`config.mk`:
```
export PLATFORM = sky130hd
export DESIGN_NAME = clc_limit_config
export DESIGN_NICKNAME = d
export VERILOG_FILES = /design/src/inc/clc_pkg.sv /design/src/clc_pwm_loop.sv /design/src/clc_limit_config.sv
export SDC_FILE = /design/constraint.sdc
export NUM_CORES = 1
export LEC_CHECK = 0
export ABC_AREA = 1
export BUFFER_PORTS_ARGS = -buffer_cell sky130_fd_sc_hd__buf_2
export CORE_MARGIN = 3
export CORE_UTILIZATION = 40
export DETAILED_ROUTE_END_ITERATION = 10
export PLACE_DENSITY = 0.68
export SYNTH_ARGS = -nofsm -noshare
export SYNTH_HDL_FRONTEND = slang
export SYNTH_SLANG_ARGS = --single-unit
```
`constraint.sdc`:
```
create_clock -name sys_clk_i -period 11.8 [get_ports sys_clk_i]
set_input_delay 1.18 -clock sys_clk_i [delete_from_list [all_inputs] [get_ports sys_clk_i]]
set_output_delay 1.18 -clock sys_clk_i [all_outputs]
set_load 0.05 [all_outputs]
```
`src/inc/clc_pkg.sv`:
```
package clc_pkg;

  // strap level as seen by the pin sensing front end
  typedef enum logic [1:0] {
    CLC_LVL_LOW,
    CLC_LVL_OPEN,
    CLC_LVL_HIGH,
    CLC_LVL_RES
  } clc_level_t;

  typedef enum logic [1:0] {
    CLC_SENSE_LOWSIDE,
    CLC_SENSE_DCR_DOWN,
    CLC_SENSE_DCR_UP
  } clc_sense_t;

  typedef enum logic [1:0] {
    CLC_COMP_HIGH_Q,
    CLC_COMP_REAL_ZEROS,
    CLC_COMP_LOW_Q
  } clc_comp_t;

  // clock and blanking times
  localparam int CLC_CLK_NS = 50;
  localparam int CLC_BLANK_LOWSIDE_NS = 672;
  localparam int CLC_BLANK_DCR_NS = 352;
  localparam int CLC_BLANK_W = 5;
  localparam logic [CLC_BLANK_W-1:0] CLC_BLANK_LOWSIDE_CYC =
    CLC_BLANK_W'((CLC_BLANK_LOWSIDE_NS + CLC_CLK_NS - 1) / CLC_CLK_NS);
  localparam logic [CLC_BLANK_W-1:0] CLC_BLANK_DCR_CYC =
    CLC_BLANK_W'((CLC_BLANK_DCR_NS + CLC_CLK_NS - 1) / CLC_CLK_NS);

  // resistor strap index: 0 is 10k, standard values upward
  localparam int CLC_RIDX_W = 5;
  localparam int CLC_GROUP_LOG = 3;
  localparam logic [CLC_RIDX_W-1:0] CLC_A_RES_MAX_IDX = 5'h14;
  localparam logic [CLC_RIDX_W-1:0] CLC_B_RES_MAX_IDX = 5'h17;

  // violation counts
  localparam int CLC_VIOL_W = 5;
  localparam logic [CLC_VIOL_W-1:0] CLC_VIOL_DEFAULT = 5'h04;

  // threshold in mV
  localparam int CLC_MV_W = 7;
  localparam int CLC_RES_STEP_MV = 5;
  localparam int CLC_TRI_BASE_MV = 20;
  localparam int CLC_TRI_A_STEP_MV = 10;
  localparam int CLC_TRI_B_STEP_MV = 30;

  // loop arithmetic
  localparam int CLC_DW = 12;
  localparam int CLC_COEF_W = 12;
  localparam int CLC_LOOP_SHIFT = 6;
  localparam int CLC_INTEG_LIM = 32'h000fffff;
  localparam int CLC_PWM_PERIOD_CYC = 40;

  // compensation presets (proportional, integral)
  localparam logic [CLC_COEF_W-1:0] CLC_KP_HIGH_Q = 12'h020;
  localparam logic [CLC_COEF_W-1:0] CLC_KI_HIGH_Q = 12'h004;
  localparam logic [CLC_COEF_W-1:0] CLC_KP_REAL = 12'h040;
  localparam logic [CLC_COEF_W-1:0] CLC_KI_REAL = 12'h008;
  localparam logic [CLC_COEF_W-1:0] CLC_KP_LOW_Q = 12'h018;
  localparam logic [CLC_COEF_W-1:0] CLC_KI_LOW_Q = 12'h002;

endpackage : clc_pkg

```
`src/clc_pwm_loop.sv`:
```
`timescale 1ns/10ps
module clc_pwm_loop #(
  parameter int PERIOD_CYC = clc_pkg::CLC_PWM_PERIOD_CYC
) (
  // clock and reset
  input wire logic sys_clk_i,
  input wire logic rst_n_i,
  // control
  input wire logic en_i,
  input wire logic [clc_pkg::CLC_DW-1:0] vout_i,
  input wire logic [clc_pkg::CLC_DW-1:0] vref_i,
  input wire logic [clc_pkg::CLC_DW-1:0] band_i,
  input wire logic [clc_pkg::CLC_COEF_W-1:0] kp_i,
  input wire logic [clc_pkg::CLC_COEF_W-1:0] ki_i,
  // switch drive
  output logic hs_on_o,
  output logic ls_on_o,
  output logic period_start_o,
  output logic fast_up_o,
  output logic fast_down_o
);
  import clc_pkg::*;

  localparam int CW = $clog2(PERIOD_CYC + 1);
  localparam logic [CW-1:0] LAST = CW'(PERIOD_CYC - 1);
  localparam logic [CW-1:0] FULL = CW'(PERIOD_CYC);

  logic [CW-1:0] cnt_q, cnt_d, duty_q, duty_d;
  logic signed [31:0] integ_q, integ_d;
  logic hs_q, hs_d, ls_q, ls_d, up_q, up_d, dn_q, dn_d;
  logic signed [CLC_DW:0] err;
  logic signed [31:0] p_term, u;
  logic below, above;

  always_comb begin
    err = signed'({1'b0, vref_i}) - signed'({1'b0, vout_i});
    below = ({1'b0, vout_i} + {1'b0, band_i}) < {1'b0, vref_i};
    above = {1'b0, vout_i} > ({1'b0, vref_i} + {1'b0, band_i});
    p_term = 32'(err) * 32'(signed'({1'b0, kp_i}));
    u = (p_term + integ_q) >>> CLC_LOOP_SHIFT;
    cnt_d = (!en_i || cnt_q == LAST) ? '0 : cnt_q + 1'b1;
    integ_d = integ_q;
    duty_d = duty_q;
    if (!en_i) begin
      integ_d = '0;
      duty_d = '0;
    end else if (cnt_q == LAST && !below && !above) begin
      // integrate only inside the band; fast path bypasses it
      integ_d = integ_q + 32'(err) * 32'(signed'({1'b0, ki_i}));
      if (integ_d > CLC_INTEG_LIM) integ_d = CLC_INTEG_LIM;
      if (integ_d < -CLC_INTEG_LIM) integ_d = -CLC_INTEG_LIM;
      if (u < 0) duty_d = '0;
      else if (u > 32'(PERIOD_CYC)) duty_d = FULL;
      else duty_d = CW'(u);
    end
    up_d = en_i && below;
    dn_d = en_i && above;
    if (!en_i) begin
      hs_d = 1'b0;
      ls_d = 1'b0;
    end else if (below) begin
      hs_d = 1'b1;
      ls_d = 1'b0;
    end else if (above) begin
      hs_d = 1'b0;
      ls_d = 1'b1;
    end else begin
      hs_d = cnt_q < duty_q;
      ls_d = !(cnt_q < duty_q);
    end
  end

  always_ff @(posedge sys_clk_i) begin
    if (!rst_n_i) begin
      cnt_q <= '0;
      duty_q <= '0;
      integ_q <= '0;
      hs_q <= 1'b0;
      ls_q <= 1'b0;
      up_q <= 1'b0;
      dn_q <= 1'b0;
    end else begin
      cnt_q <= cnt_d;
      duty_q <= duty_d;
      integ_q <= integ_d;
      hs_q <= hs_d;
      ls_q <= ls_d;
      up_q <= up_d;
      dn_q <= dn_d;
    end
  end

  assign hs_on_o = hs_q;
  assign ls_on_o = ls_q;
  assign fast_up_o = up_q;
  assign fast_down_o = dn_q;
  assign period_start_o = en_i && (cnt_q == '0);

endmodule : clc_pwm_loop

```
`src/clc_limit_config.sv`:
```
// Contract
// - second strap resistor 10k..19.6k: low-side switch sensing, 672 ns blanking
// - second strap resistor 21.5k..42.2k: down-slope winding sensing, 352 ns blanking
// - second strap resistor 46.4k..90.9k: up-slope winding sensing, 352 ns blanking
// - position within eight-resistor group sets violation count 1..15, odd steps
// - both straps tri-level: ground sensing, threshold 20 + 10*a + 30*b mV
// - first strap resistor sets threshold in 5 mV steps, 0 to 100 mV
// - host write of threshold replaces strap threshold
// - compensation strap high/open/low picks high Q, real zeros, low Q
// - spare compensation strap is ignored completely
// - host write of compensation coefficients replaces strap preset
// - fixed-frequency voltage-mode loop integrates error into duty cycle
// - output below band forces high-side switch on
// - output above band forces low-side switch on
// - fast path bypasses integrator only outside band; linear loop inside
// - no current sample taken during blanking after each period start; one sample per period after that
// - second strap method decode valid only with first strap resistor
`timescale 1ns/10ps
module clc_limit_config #(
  parameter int PERIOD_CYC = clc_pkg::CLC_PWM_PERIOD_CYC
) (
  // clock and reset
  input wire logic sys_clk_i,
  input wire logic rst_n_i,
  // straps
  input wire clc_pkg::clc_level_t limit_strap_a_lvl_i,
  input wire logic [clc_pkg::CLC_RIDX_W-1:0] limit_strap_a_idx_i,
  input wire clc_pkg::clc_level_t limit_strap_b_lvl_i,
  input wire logic [clc_pkg::CLC_RIDX_W-1:0] limit_strap_b_idx_i,
  input wire clc_pkg::clc_level_t comp_strap_lvl_i,
  input wire clc_pkg::clc_level_t spare_comp_strap_lvl_i,
  // host overrides
  input wire logic host_limit_wr_i,
  input wire logic [clc_pkg::CLC_MV_W-1:0] host_limit_mv_i,
  input wire logic host_comp_wr_i,
  input wire logic [clc_pkg::CLC_COEF_W-1:0] host_kp_i,
  input wire logic [clc_pkg::CLC_COEF_W-1:0] host_ki_i,
  // converter samples
  input wire logic run_en_i,
  input wire logic [clc_pkg::CLC_DW-1:0] vout_i,
  input wire logic [clc_pkg::CLC_DW-1:0] vref_i,
  input wire logic [clc_pkg::CLC_DW-1:0] band_i,
  input wire logic [clc_pkg::CLC_MV_W-1:0] isense_mv_i,
  // configuration status
  output logic cfg_valid_o,
  output clc_pkg::clc_sense_t sense_method_o,
  output logic [clc_pkg::CLC_BLANK_W-1:0] blank_cyc_o,
  output logic [clc_pkg::CLC_VIOL_W-1:0] viol_limit_o,
  output logic [clc_pkg::CLC_MV_W-1:0] limit_mv_o,
  output clc_pkg::clc_comp_t comp_mode_o,
  output logic comp_host_o,
  // power stage
  output logic hs_on_o,
  output logic ls_on_o,
  output logic fast_up_o,
  output logic fast_down_o,
  output logic oc_fault_o
);
  import clc_pkg::*;

  typedef enum logic {CLC_ST_DECODE, CLC_ST_RUN} clc_state_t;

  function automatic logic [1:0] clc_tri_step(input clc_level_t l);
    unique case (l)
      CLC_LVL_LOW: clc_tri_step = 2'h0;
      CLC_LVL_OPEN: clc_tri_step = 2'h1;
      CLC_LVL_HIGH: clc_tri_step = 2'h2;
      CLC_LVL_RES: clc_tri_step = 2'h0;
    endcase
  endfunction : clc_tri_step

  function automatic logic [CLC_RIDX_W-1:0] clc_clamp_idx(input logic [CLC_RIDX_W-1:0] idx,
                                                          input logic [CLC_RIDX_W-1:0] lim);
    clc_clamp_idx = (idx > lim) ? lim : idx;
  endfunction : clc_clamp_idx

  function automatic logic [CLC_BLANK_W-1:0] clc_blank_of(input clc_sense_t m);
    clc_blank_of = (m == CLC_SENSE_LOWSIDE) ? CLC_BLANK_LOWSIDE_CYC : CLC_BLANK_DCR_CYC;
  endfunction : clc_blank_of

  // configuration state
  clc_state_t state_q, state_d;
  clc_sense_t method_q, method_d, dec_method;
  clc_comp_t comp_q, comp_d, dec_comp;
  logic [CLC_VIOL_W-1:0] viol_q, viol_d, dec_viol;
  logic [CLC_MV_W-1:0] mv_q, mv_d, dec_mv;
  logic [CLC_COEF_W-1:0] kp_q, kp_d, ki_q, ki_d, dec_kp, dec_ki;
  logic comp_host_q, comp_host_d;
  logic [CLC_RIDX_W-1:0] idx_a, idx_b;
  logic [CLC_GROUP_LOG-1:0] member;

  // strap decode
  always_comb begin
    idx_a = clc_clamp_idx(limit_strap_a_idx_i, CLC_A_RES_MAX_IDX);
    idx_b = clc_clamp_idx(limit_strap_b_idx_i, CLC_B_RES_MAX_IDX);
    member = idx_b[CLC_GROUP_LOG-1:0];
    dec_method = CLC_SENSE_LOWSIDE;
    dec_viol = CLC_VIOL_DEFAULT;
    dec_mv = CLC_MV_W'(CLC_TRI_BASE_MV + CLC_TRI_A_STEP_MV * int'(clc_tri_step(limit_strap_a_lvl_i)));
    if (limit_strap_a_lvl_i == CLC_LVL_RES) begin
      dec_mv = CLC_MV_W'(CLC_RES_STEP_MV * int'(idx_a));
      unique case (limit_strap_b_lvl_i)
        CLC_LVL_LOW: dec_method = CLC_SENSE_LOWSIDE;
        CLC_LVL_OPEN: dec_method = CLC_SENSE_DCR_DOWN;
        CLC_LVL_HIGH: dec_method = CLC_SENSE_DCR_UP;
        CLC_LVL_RES: begin
          unique case (idx_b[CLC_RIDX_W-1:CLC_GROUP_LOG])
            2'h0: dec_method = CLC_SENSE_LOWSIDE;
            2'h1: dec_method = CLC_SENSE_DCR_DOWN;
            default: dec_method = CLC_SENSE_DCR_UP;
          endcase
          dec_viol = CLC_VIOL_W'(2 * int'(member) + 1);
        end
      endcase
    end else if (limit_strap_b_lvl_i != CLC_LVL_RES) begin
      dec_mv = CLC_MV_W'(CLC_TRI_BASE_MV + CLC_TRI_A_STEP_MV * int'(clc_tri_step(limit_strap_a_lvl_i))
                         + CLC_TRI_B_STEP_MV * int'(clc_tri_step(limit_strap_b_lvl_i)));
    end
    // spare_comp_strap_lvl_i deliberately not read
    unique case (comp_strap_lvl_i)
      CLC_LVL_HIGH: begin
        dec_comp = CLC_COMP_HIGH_Q;
        dec_kp = CLC_KP_HIGH_Q;
        dec_ki = CLC_KI_HIGH_Q;
      end
      CLC_LVL_LOW: begin
        dec_comp = CLC_COMP_LOW_Q;
        dec_kp = CLC_KP_LOW_Q;
        dec_ki = CLC_KI_LOW_Q;
      end
      default: begin
        dec_comp = CLC_COMP_REAL_ZEROS;
        dec_kp = CLC_KP_REAL;
        dec_ki = CLC_KI_REAL;
      end
    endcase
  end

  // configuration next state
  always_comb begin
    state_d = state_q;
    method_d = method_q;
    viol_d = viol_q;
    mv_d = mv_q;
    comp_d = comp_q;
    kp_d = kp_q;
    ki_d = ki_q;
    comp_host_d = comp_host_q;
    unique case (state_q)
      CLC_ST_DECODE: begin
        // single capture of straps after reset
        method_d = dec_method;
        viol_d = dec_viol;
        mv_d = dec_mv;
        comp_d = dec_comp;
        kp_d = dec_kp;
        ki_d = dec_ki;
        comp_host_d = 1'b0;
        state_d = CLC_ST_RUN;
      end
      CLC_ST_RUN: begin
        if (host_limit_wr_i) mv_d = host_limit_mv_i;
        if (host_comp_wr_i) begin
          kp_d = host_kp_i;
          ki_d = host_ki_i;
          comp_host_d = 1'b1;
        end
      end
    endcase
  end

  always_ff @(posedge sys_clk_i) begin
    if (!rst_n_i) begin
      state_q <= CLC_ST_DECODE;
      method_q <= CLC_SENSE_LOWSIDE;
      viol_q <= CLC_VIOL_DEFAULT;
      mv_q <= '0;
      comp_q <= CLC_COMP_REAL_ZEROS;
      kp_q <= CLC_KP_REAL;
      ki_q <= CLC_KI_REAL;
      comp_host_q <= 1'b0;
    end else begin
      state_q <= state_d;
      method_q <= method_d;
      viol_q <= viol_d;
      mv_q <= mv_d;
      comp_q <= comp_d;
      kp_q <= kp_d;
      ki_q <= ki_d;
      comp_host_q <= comp_host_d;
    end
  end

  // current monitor state
  logic [CLC_BLANK_W-1:0] blank_q, blank_d;
  logic armed_q, armed_d;
  logic [CLC_VIOL_W-1:0] vcnt_q, vcnt_d;
  logic fault_q, fault_d;
  logic loop_en, period_start;

  assign loop_en = run_en_i && (state_q == CLC_ST_RUN) && !fault_q;

  always_comb begin
    blank_d = blank_q;
    armed_d = armed_q;
    vcnt_d = vcnt_q;
    fault_d = fault_q;
    if (!loop_en) begin
      blank_d = '0;
      armed_d = 1'b0;
      vcnt_d = '0;
    end else if (period_start) begin
      blank_d = clc_blank_of(method_q);
      armed_d = 1'b1;
    end else if (blank_q != '0) begin
      blank_d = blank_q - 1'b1;
    end else if (armed_q) begin
      armed_d = 1'b0;
      if (isense_mv_i > mv_q) begin
        vcnt_d = vcnt_q + 1'b1;
        if (vcnt_d >= viol_q) fault_d = 1'b1;
      end else begin
        vcnt_d = '0;
      end
    end
  end

  always_ff @(posedge sys_clk_i) begin
    if (!rst_n_i) begin
      blank_q <= '0;
      armed_q <= 1'b0;
      vcnt_q <= '0;
      fault_q <= 1'b0;
    end else begin
      blank_q <= blank_d;
      armed_q <= armed_d;
      vcnt_q <= vcnt_d;
      fault_q <= fault_d;
    end
  end

  clc_pwm_loop #(
    .PERIOD_CYC(PERIOD_CYC)
  ) u_loop (
    .sys_clk_i(sys_clk_i),
    .rst_n_i(rst_n_i),
    .en_i(loop_en),
    .vout_i(vout_i),
    .vref_i(vref_i),
    .band_i(band_i),
    .kp_i(kp_q),
    .ki_i(ki_q),
    .hs_on_o(hs_on_o),
    .ls_on_o(ls_on_o),
    .period_start_o(period_start),
    .fast_up_o(fast_up_o),
    .fast_down_o(fast_down_o)
  );

  assign cfg_valid_o = (state_q == CLC_ST_RUN);
  assign sense_method_o = method_q;
  assign blank_cyc_o = clc_blank_of(method_q);
  assign viol_limit_o = viol_q;
  assign limit_mv_o = mv_q;
  assign comp_mode_o = comp_q;
  assign comp_host_o = comp_host_q;
  assign oc_fault_o = fault_q;

endmodule : clc_limit_config

```
# [Word level (Yosys, flattened, before mapping)]
# Index checks and enable logic that the tools add are counted.
[op_classes] addsub=12 multipliers=6 magnitude_cmp=11 n_eq_ne=13 muxes=43 bitwise_logic=5 reduce_logical=28
[ops] cell="$mux 32" count=4
[ops] cell="$mul 13x13->26" count=2
[ops] cell="$pmux 12 s2" count=2
[ops] cell="$mux 5" count=7
[ops] cell="$add 26x32->32" count=1
[ops] cell="$add 32x32->32" count=1
[ops] cell="$gt 32x21->1 const B" count=1
[ops] cell="$lt 32x21->1 const B" count=1
[ops] cell="$pmux 7 s2" count=2
[ops] cell="$add 12x12->13" count=2
[ops] cell="$gt 26x7->1 const B" count=1
[ops] cell="$lt 26x1->1 const B" count=1
[ops] cell="$mux 12" count=2
[ops] cell="$mux 7" count=3
[ops] cell="$pmux 2 s3" count=3
[ops] cell="$add 5x6->7 const A" count=2
[ops] cell="$gt 12x13->1" count=1
[ops] cell="$lt 13x12->1" count=1
[ops] cell="$sub 12x12->13" count=1
[ops] cell="$mux 6" count=2
[ops] cell="$eq 2x2->1 const B" count=5
[ops] cell="$gt 5x5->1 const B" count=2
[ops] cell="$logic_not 2->1" count=5
[ops] cell="$mul 3x2->5 const A" count=2
[ops] cell="other kinds (32)" count=64
[word_totals] reg_bits=102 input_bits=97 out_inout_bits=28 elab_cells=137

# [Logic depth before layout (Yosys ltp)]
# Gate-level depths: netlist (run 1).
[logic_depth] word_depth=10 ltp_mapped=64 mapped_depth_nobuf=61

# [Hierarchy]
# From an unflattened synthesis (run 1), not the netlist that was laid out.
[unflattened] hier_cells=3199 hier_area_um2=23206.0
[modules_own_cells] module="clc_pwm_loop" instances=1 cells_each=2794 area_each_um2=20248.2 seq_area_each_um2=960.9
[modules_own_cells] module="clc_limit_config" instances=1 cells_each=405 area_each_um2=2957.8 seq_area_each_um2=1061.0

# [Least setup slack after synthesis (run 1)]
# No wires, ideal clock.
[synth_timing] kind="input -> register" from="input vref_i[0] (netlist bit)" to="register u_loop.integ_q[10]" arrival_time_ns=10.191 required_time_ns=11.729 setup_slack_ns=1.538 cell_stages=57 path_buffers=3 cell_sequence="inv_1 -> ha_1 -> fa_1 -> nand3b_1 -> nand2_1 -> nand2_1 -> nand2_1 -> a21oi_2 -> o21ai_1 -> nand2_1 -> nand2_1 -> a21oi_1 -> or2_1 -> nand2_1 -> a21oi_4 -> inv_2 -> buf_6 -> nor2_1 -> (+21 left out) -> o21ai_0 -> nand2_1 -> a21oi_1 -> nand2_2 -> a21oi_1 -> inv_1 -> nand3_1 -> nand2_2 -> nand2_2 -> buf_6 -> nand3_2 -> nor2_1 -> nand2_1 -> ha_1 -> nor2_2 -> buf_2 -> nand2_1 -> a21oi_1"
[synth_between] elab_chain_len=9 word_cells_on_any_way=16 cone_classes="add/sub (3); mul (1); order compare (4); mux (4); reduce/logical (4)"
[synth_rtl] item="start: declaration" line_no="clc_limit_config.sv:41" source="input wire logic [clc_pkg::CLC_DW-1:0] vref_i,"
[synth_rtl] item="$sub 12x12->13" line_no="clc_pwm_loop.sv:36" source="err = signed'({1'b0, vref_i}) - signed'({1'b0, vout_i});"
[synth_rtl] item="$mul 13x13->26" line_no="clc_pwm_loop.sv:49" source="integ_d = integ_q + 32'(err) * 32'(signed'({1'b0, ki_i}));"
[synth_rtl] item="$add 32x32->32" line_no="clc_pwm_loop.sv:49"
[synth_rtl] item="$gt 32x21->1" line_no="clc_pwm_loop.sv:50" source="if (integ_d > CLC_INTEG_LIM) integ_d = CLC_INTEG_LIM;"
[synth_rtl] item="$mux 32" line_no="clc_pwm_loop.sv:50"
[synth_rtl] item="$mux 32" line_no="clc_pwm_loop.sv:47" source="end else if (cnt_q == LAST && !below && !above) begin"
[synth_rtl] item="$mux 32" line_no="clc_pwm_loop.sv:44" source="if (!en_i) begin"
[synth_rtl] item="$lt 32x21->1" line_no="clc_pwm_loop.sv:51" source="if (integ_d < -CLC_INTEG_LIM) integ_d = -CLC_INTEG_LIM;"
[synth_rtl] item="$mux 32" line_no="clc_pwm_loop.sv:51"
[synth_rtl] item="end signal: assignment" line_no="clc_pwm_loop.sv:85" source="integ_q <= integ_d;"
[synth_rtl] item="end: declaration" line_no="clc_pwm_loop.sv:29" source="logic signed [31:0] integ_q, integ_d;"
# Several ways; a longest one is shown, not always the timed one. The select of a mux whose other input is x is not followed.
# A chain may end at the register's enable or synchronous reset.

# [Final worst setup path (run 1)]
[layout_timing] from="input vref_i[0] (netlist bit)" to="register u_loop.integ_q[2]"
# The elaborated chain is that of the path after synthesis.

==> impl_results.md, run 1 <==
* Reg2Reg Setup Slack at 2.84 ns
* Max cap viols at 0
* Cells after DPL at 4057
* Die Y at 246 µm
* FP Rows at 87
* P&R area growth vs syn at 7.92%
* Die area at 60500 µm²
* Vias in the first global route at 20247
* Total track usage at 21.6%
* CP delay by family, top: adder cells
* Layout cell share with drive strength beyond 1 at 6.45%
* Async set-reset flop share out of synthesis at 0%
* Largest net degree at the start of global routing at 38
* CP max stage delay at 0.59 ns
* Reg2reg end: u_loop.integ_q[2]$_SDFFE_PN0P_
* Port Buffer Count at 118
* Avg Inst Size Synth at 7.16 µm²
* Power Dens Cells at 160 nW/µm²
* Net count, final at 4008
* RR Startpoint: ki_q[2]$_SDFFE_PN0P_
* # clock sinks at 101
* Worst-path clk slew at 0.09 ns
* Placer Congestion at 0.946
* Routed Antenna Nets at 0
* Root buffer cell: clkbuf_16
* Total routed wirelength at 62700 µm
* Worst Setup End Kind: register
* Core area at 56700 µm²
* Ports at 125
* Final Critical Period at 10.98 ns
* CP Launch Type: input pin
* Initial antenna violation count at 0
* CP dominant cell by count: nand2_1
* Max-slew violations at 0
* Leakage Power at 0.0134 µW
* Vias at 20171
* Post-DP Area at 24500 µm²
* Seq/Total Area, Yosys at 8.78%
* Avg WL per Cell at 15.4 µm
* Hold EP: comp_mode_o[0]$_SDFFE_PN1N_
* Fmax at 91.1 MHz
* Critical Path RT at 12.12 ns
* Hold path startpoint: comp_mode_o[0]$_SDFFE_PN1N_
* Yosys warns at 0
* DRC viols at 0
* Initial Util at 40.6%
* Final setup TNS at 0 ns
* CTS tree: yes
* R2R cell count at 48
* Hpwl dp at 53700 µm
* Clock Skews at 0.0141 ns
* Post-route clock period utilization at 93.0%
* Finished Layout Cells at 4074
* Vias per Instance at 4.95
* Slew of the pin with the lowest slew margin at 1.12 ns
* Grt ovf at 0
* Final setup fails at 0
* Final Hold Fails at 0
* Final Instance Area at 24900 µm²
* First-pass GRT wire length at 104000 µm
* Hold_ws at 0.462 ns
* Hold-fix buffers at CTS at 0
* Worst path bufs/invs at 10
* Htree depth at 3
* Peak fanout along the critical path at 31
* Main synth FF type: dfxtp_1
* Slowest cell on the critical path: fa_1
* CTS Buf Count at 9
* Chip width at 246 µm
* Syn Inst Count at 3216
* Critical path type: in2reg
* TritonRoute pass-1 iters at 8
* Post-synth EDFFs at 0
* Rel. slew slack at 24.6%
* Mapped cell area at 23000 µm²
* Seq cells post-synth at 101
* Worst-Skew Late Latency at 0.41 ns
* Critical path launch point: vref_i[0]
* Post-Route Utilization at 43.8%
* RSZ-0062 raised after global routing: false
* CTS Buffer Depth at 2
* Initial drt markers at 1301
* Number of fill cells at 5810
* Antenna diode count at 0
* WP depth at 58
* Critical Path AT at 11.30 ns
* Synth unique cells at 53
* Hold/Removal Path Class: reg2reg
* Hold Crit Depth at 2
* Maximum vdd drop at 0.0000847 V
* Status: finished clean
==> cells in the final DEF (no fill, tap or decap), types with 10 or more instances in the layout <==
master / synthesis / routed
inv_1: 729 / 729
nand2_1: 718 / 717
fa_1: 333 / 333
nor2_1: 313 / 313
ha_1: 265 / 265
a21oi_1: 200 / 200
buf_2: 8 / 118
dfxtp_1: 101 / 101
nand3_1: 97 / 97
o21ai_0: 91 / 91
xnor2_1: 46 / 46
nand4_1: 35 / 35
xor2_1: 34 / 34
buf_4: 5 / 33
nor3_1: 27 / 27
a21o_1: 13 / 13
a31oi_1: 12 / 12
nand3b_1: 11 / 11
nand2_2: 10 / 11
or2_2: 10 / 10
==> stage by stage <==
| step | setup WS (ns) | total power [µW] |
|---|---|---|
| floorplan | 1.54 | 2780 |
| global placement | 0.511 | 3580 |
| detailed placement | 0.439 | 3590 |
| CTS | 0.833 | 3970 |
| global route | 0.0142 | 4470 |
| finish | 0.822 | 3980 |
==> flip-flops by register name, indices dropped and copies added, names as in the netlist <==
| register | cells |
|---|---|
| u_loop.duty_q | 6 |
| oc_fault_o | 1 |
| blank_q | 5 |
| u_loop.hs_on_o | 1 |
| u_loop.fast_up_o | 1 |
| sense_method_o | 2 |
| u_loop.fast_down_o | 1 |
| ki_q | 12 |
| limit_mv_o | 7 |
| u_loop.ls_on_o | 1 |
| vcnt_q | 5 |
| u_loop.cnt_q | 6 |
| viol_limit_o | 4 |
| u_loop.integ_q | 32 |
| comp_mode_o | 2 |
| cfg_valid_o | 1 |
| kp_q | 12 |
| comp_host_o | 1 |
| armed_q | 1 |
==> area by class of cell <==
cell class,instances,area [µm²],area share (%)
Sequential cell,101,2020,8.13
Clock inverter,7,98.8,0.398
Tap cell,756,946,3.81
Timing Repair Buffer,152,858,3.45
Multi-Input combinational cell,2308,17900,72.1
Clock buffer,9,225,0.906
Inverter,741,2780,11.2
==> Yosys cell counts, types with 5 or more instances <==
| library cell | n | share of area (%) |
|---|---|---|
| inv_1 | 729 | 12 |
| nor2_1 | 313 | 5.1 |
| o211ai_1 | 8 | 0.26 |
| nor3_1 | 27 | 0.59 |
| clkinv_1 | 7 | 0.11 |
| nand3_1 | 97 | 2.1 |
| a21oi_1 | 200 | 4.3 |
| nand2_1 | 718 | 12 |
| dfxtp_1 | 101 | 8.8 |
| xor2_1 | 34 | 1.3 |
| a31oi_1 | 12 | 0.33 |
| a21boi_0 | 5 | 0.16 |
| nand3b_1 | 11 | 0.36 |
| nand4_1 | 35 | 0.95 |
| o21ai_0 | 91 | 2.0 |
| a21o_1 | 13 | 0.42 |
| o21ai_1 | 9 | 0.20 |
| buf_4 | 5 | 0.16 |
| ha_1 | 265 | 14 |
| nand2_2 | 10 | 0.27 |
| or2_2 | 10 | 0.27 |
| inv_2 | 5 | 0.081 |
| buf_2 | 8 | 0.17 |
| fa_1 | 333 | 29 |
| o21bai_1 | 7 | 0.23 |
| nor2_2 | 6 | 0.16 |
| o31ai_1 | 5 | 0.16 |
| clkbuf_1 | 49 | 0.80 |
| o21a_1 | 6 | 0.20 |
| xnor2_1 | 46 | 1.7 |
==> worst max-delay path by stage <==
stage	slack, ns	to
finish	0.82	u_loop.integ_q[2]$_SDFFE_PN0P_
global route	0.01	u_loop.integ_q[12]$_SDFFE_PN0P_
CTS	0.83	u_loop.integ_q[2]$_SDFFE_PN0P_
detailed placement	0.44	u_loop.integ_q[2]$_SDFFE_PN0P_
global placement	0.51	u_loop.integ_q[13]$_SDFFE_PN0P_
floorplan	1.54	u_loop.integ_q[10]$_SDFFE_PN0P_
==> cell families (layout without fill, tap and decap cells) <==
family	Yosys count	in the layout	synth area share [%]
compound gates	374	374	8.96
simple gates	1251	1251	22.3
other cells	2	4	0.0326
xor+xnor	81	81	3.11
buf+inv	809	909	13.4
fa+ha+maj	598	598	43.3
flops	101	101	8.78
==> repair_timing <==
item / CTS / global route
resized for setup: 0 / 2
endpoints found under the setup margin: 0 / 19
setup buffers: 0 / 1
==> worst register-to-register path, delay by kind of cell (launching register included) <==
| kind | cells | cell delay (ns) |
|---|---|---|
| fa+ha+maj | 8 | 3.54 |
| simple gates | 24 | 2.52 |
| compound gates | 8 | 1.38 |
| buf+inv | 8 | 1.04 |
| flops | 1 | 0.38 |
==> routing by layer <==
layer / vias to the layer above / track usage, % / wire [µm]
li1: 9997 / - / -
met1: 9506 / 28.4 / 27800
met2: 559 / 35.3 / 28600
met3: 109 / 4.53 / 4150
met4: 0 / 6.88 / 2160
met5: - / 0 / 0
==> power by group <==
group / switching, µW / leakage (µW) / internal, µW
Combinational: 2130 / 0.0124 / 1150
Sequential: 14.2 / 0.000820 / 348
Clock: 188 / 0.000157 / 157
(Power assumes the default switching activity.)
==> run 2: changes to the inputs <==
CORE_UTILIZATION = 45   (was 40)
PLACE_DENSITY = 0.74   (was 0.68)
SETUP_SLACK_MARGIN = 0.02   (was not set)
==> run 2 against run 1 <==
Compared with the run above: final cell count is 2.1% lower; hold slack better by 0.0043 ns; utilization is 5.3 points higher; critical path type unchanged; largest cell class unchanged.
==> impl_results.md, run 2 (same netlist as run 1, synthesis figures left out) <==
* Critical path type: in2reg
* TritonRoute pass-1 iters at 6
* Critical path launch point: vref_i[0]
* Vias in the first global route at 20408
* Fmax at 91.7 MHz
* Slowest cell on the critical path: fa_1
* Ports at 125
* Vias at 20308
* Root buffer cell: clkbuf_16
* Max cap viols at 0
* Max-slew violations at 0
* CTS Buf Count at 9
* Register area at 2020 µm²
* Total track usage at 23.8%
* Final Hold Fails at 0
* Commonest cells after routing, fill and taps aside: 729 x inv_1, 717 x nand2_1, 331 x fa_1, 311 x nor2_1, 265 x ha_1
* FP Rows at 82
* Worst path bufs/invs at 10
* Net count, final at 4007
* Status: finished clean
* Final setup fails at 0
* Reg2Reg Setup Slack at 2.91 ns
* Post-route clock period utilization at 92.5%
* WP depth at 58
* Initial drt markers at 1436
* Rel. slew slack at 23.3%
* Avg WL per Cell at 15.4 µm
* CP Launch Type: input pin
* CP dominant cell by count: nand2_1
* Peak fanout along the critical path at 31
* Pre-CTS setup slack at 0.365 ns
* Critical Path AT at 11.23 ns
* Final setup TNS at 0 ns
* Initial Util at 45.7%
* Cells after DPL at 3972
* Routed Antenna Nets at 0
* RSZ-0062 raised after global routing: false
* # clock sinks at 101
* R2R cell count at 48
* Worst Setup End Kind: register
* Chip width at 232 µm
* Placer Congestion at 0.964
* Multi-input gate area at 17900 µm²
* Post-Route Utilization at 49.1%
* CTS tree: yes
* Core area at 50400 µm²
* Worst-Skew Late Latency at 0.40 ns
* RR Startpoint: ki_q[2]$_SDFFE_PN0P_
* Worst setup path end: u_loop.integ_q[12]$_SDFFE_PN0P_
* Port Buffer Count at 118
* Fin worst setup slack at 0.890 ns
* Critical Path RT at 12.12 ns
* CP max stage delay at 0.61 ns
* Reg2reg end: u_loop.integ_q[12]$_SDFFE_PN0P_
* Vias per Instance at 5.09
* Antenna diode count at 0
* DRC viols at 0
* CP delay by family, top: adder cells
* Die Y at 232 µm
* Slew of the pin with the lowest slew margin at 1.15 ns
* Initial antenna violation count at 0
* Layout cell share with drive strength beyond 1 at 6.57%
* Final Total Pwr at 3970 µW
* Largest regs: u_loop.integ_q x32, ki_q x12, kp_q x12
* Power Dens Cells at 161 nW/µm²
* Clock Skews at 0.0190 ns
* Grt ovf at 0
* Total routed wirelength at 61300 µm
* Finished Layout Cells at 3989
* Largest net degree at the start of global routing at 38
* Reg with most FFs: u_loop.integ_q
* Commonest non-fill, non-tap cell in the layout: inv_1
* Leakage Power at 0.0134 µW
* Number of fill cells at 4956
* Maximum vdd drop at 0.0000968 V
* Die area at 53900 µm²
* Hpwl dp at 52400 µm
* CTS Buffer Depth at 2
* Final Critical Period at 10.91 ns
* Worst-path clk slew at 0.09 ns
* Hold/Removal Path Class: reg2reg
* First-pass GRT wire length at 102000 µm
* Max reg flops at 32
* Htree depth at 3
* P&R area growth vs syn at 7.46%
## run 2: changes by cell type in the layout (fill, tap and decap cells not counted), moves of 2 or more
cell	previous run	this run
inv_12	2	0
nor2_2	6	8
nor2_1	313	311
fa_2	0	2
fa_1	333	331
## run 2: where the power goes
part | total, µW | internal, µW | switching (µW)
clock | 325 | 153 | 173
combinational | 3290 | 1150 | 2130
sequential | 362 | 348 | 14.0
## run 2: worst register-to-register path: cells and delay by family, from the launching register on
family / cells / cell delay, ns
flip-flops: 1 / 0.36
AND/OR/NAND/NOR: 22 / 2.11
adder cells (fa/ha/maj): 8 / 3.42
buffers and inverters: 8 / 1.13
AO/OA/AOI/OAI: 10 / 1.79
## run 2: metal layers
metal  wire length, µm  track usage [%]  vias up
li1                  -                -     9992
met1             26100             30.8     9539
met2             28500             39.6      657
met3              4690             5.34      120
met4              2050             7.26        0
met5                 0                0        -
## run 2: timing repair
action / 4_1_cts / 5_1_grt
setup buffers: 0 / 1
gates resized for setup: 0 / 9
setup endpoints to repair: 0 / 31
hold buffers: 0 / 0
## run 2: layout make-up
| class | instances | area share [%] |
|---|---|---|
| clock buffer | 9 | 0.910 |
| timing repair buffer | 151 | 3.44 |
| inverter | 741 | 11.2 |
| sequential | 101 | 8.17 |
| tap | 672 | 3.40 |
| clock inverter | 7 | 0.354 |
| multi-input combinational | 2308 | 72.5 |
## run 2: stage by stage
stage | hold slack, ns | area, µm²
after floorplan | 0.430 | 23000
after global placement | 0.434 | 24400
after detailed placement | 0.456 | 24400
after CTS | 0.469 | 24700
after global routing | 0.483 | 24800
final | 0.466 | 24800
## run 2: how the worst min path moves through the flow
stage,from,to,slack [ns],depth (start not counted)
2_1_floorplan,u_loop.cnt_q[0]$_SDFF_PP0_,u_loop.cnt_q[0]$_SDFF_PP0_,0.43,1
3_3_place_gp,comp_mode_o[0]$_SDFFE_PN1N_,comp_mode_o[0]$_SDFFE_PN1N_,0.43,2
3_5_place_dp,u_loop.cnt_q[0]$_SDFF_PP0_,u_loop.cnt_q[0]$_SDFF_PP0_,0.46,1
4_1_cts,comp_mode_o[0]$_SDFFE_PN1N_,comp_mode_o[0]$_SDFFE_PN1N_,0.47,2
5_1_grt,comp_mode_o[0]$_SDFFE_PN1N_,comp_mode_o[0]$_SDFFE_PN1N_,0.48,2
6_report,u_loop.duty_q[4]$_SDFFE_PN0P_,u_loop.duty_q[4]$_SDFFE_PN0P_,0.47,2
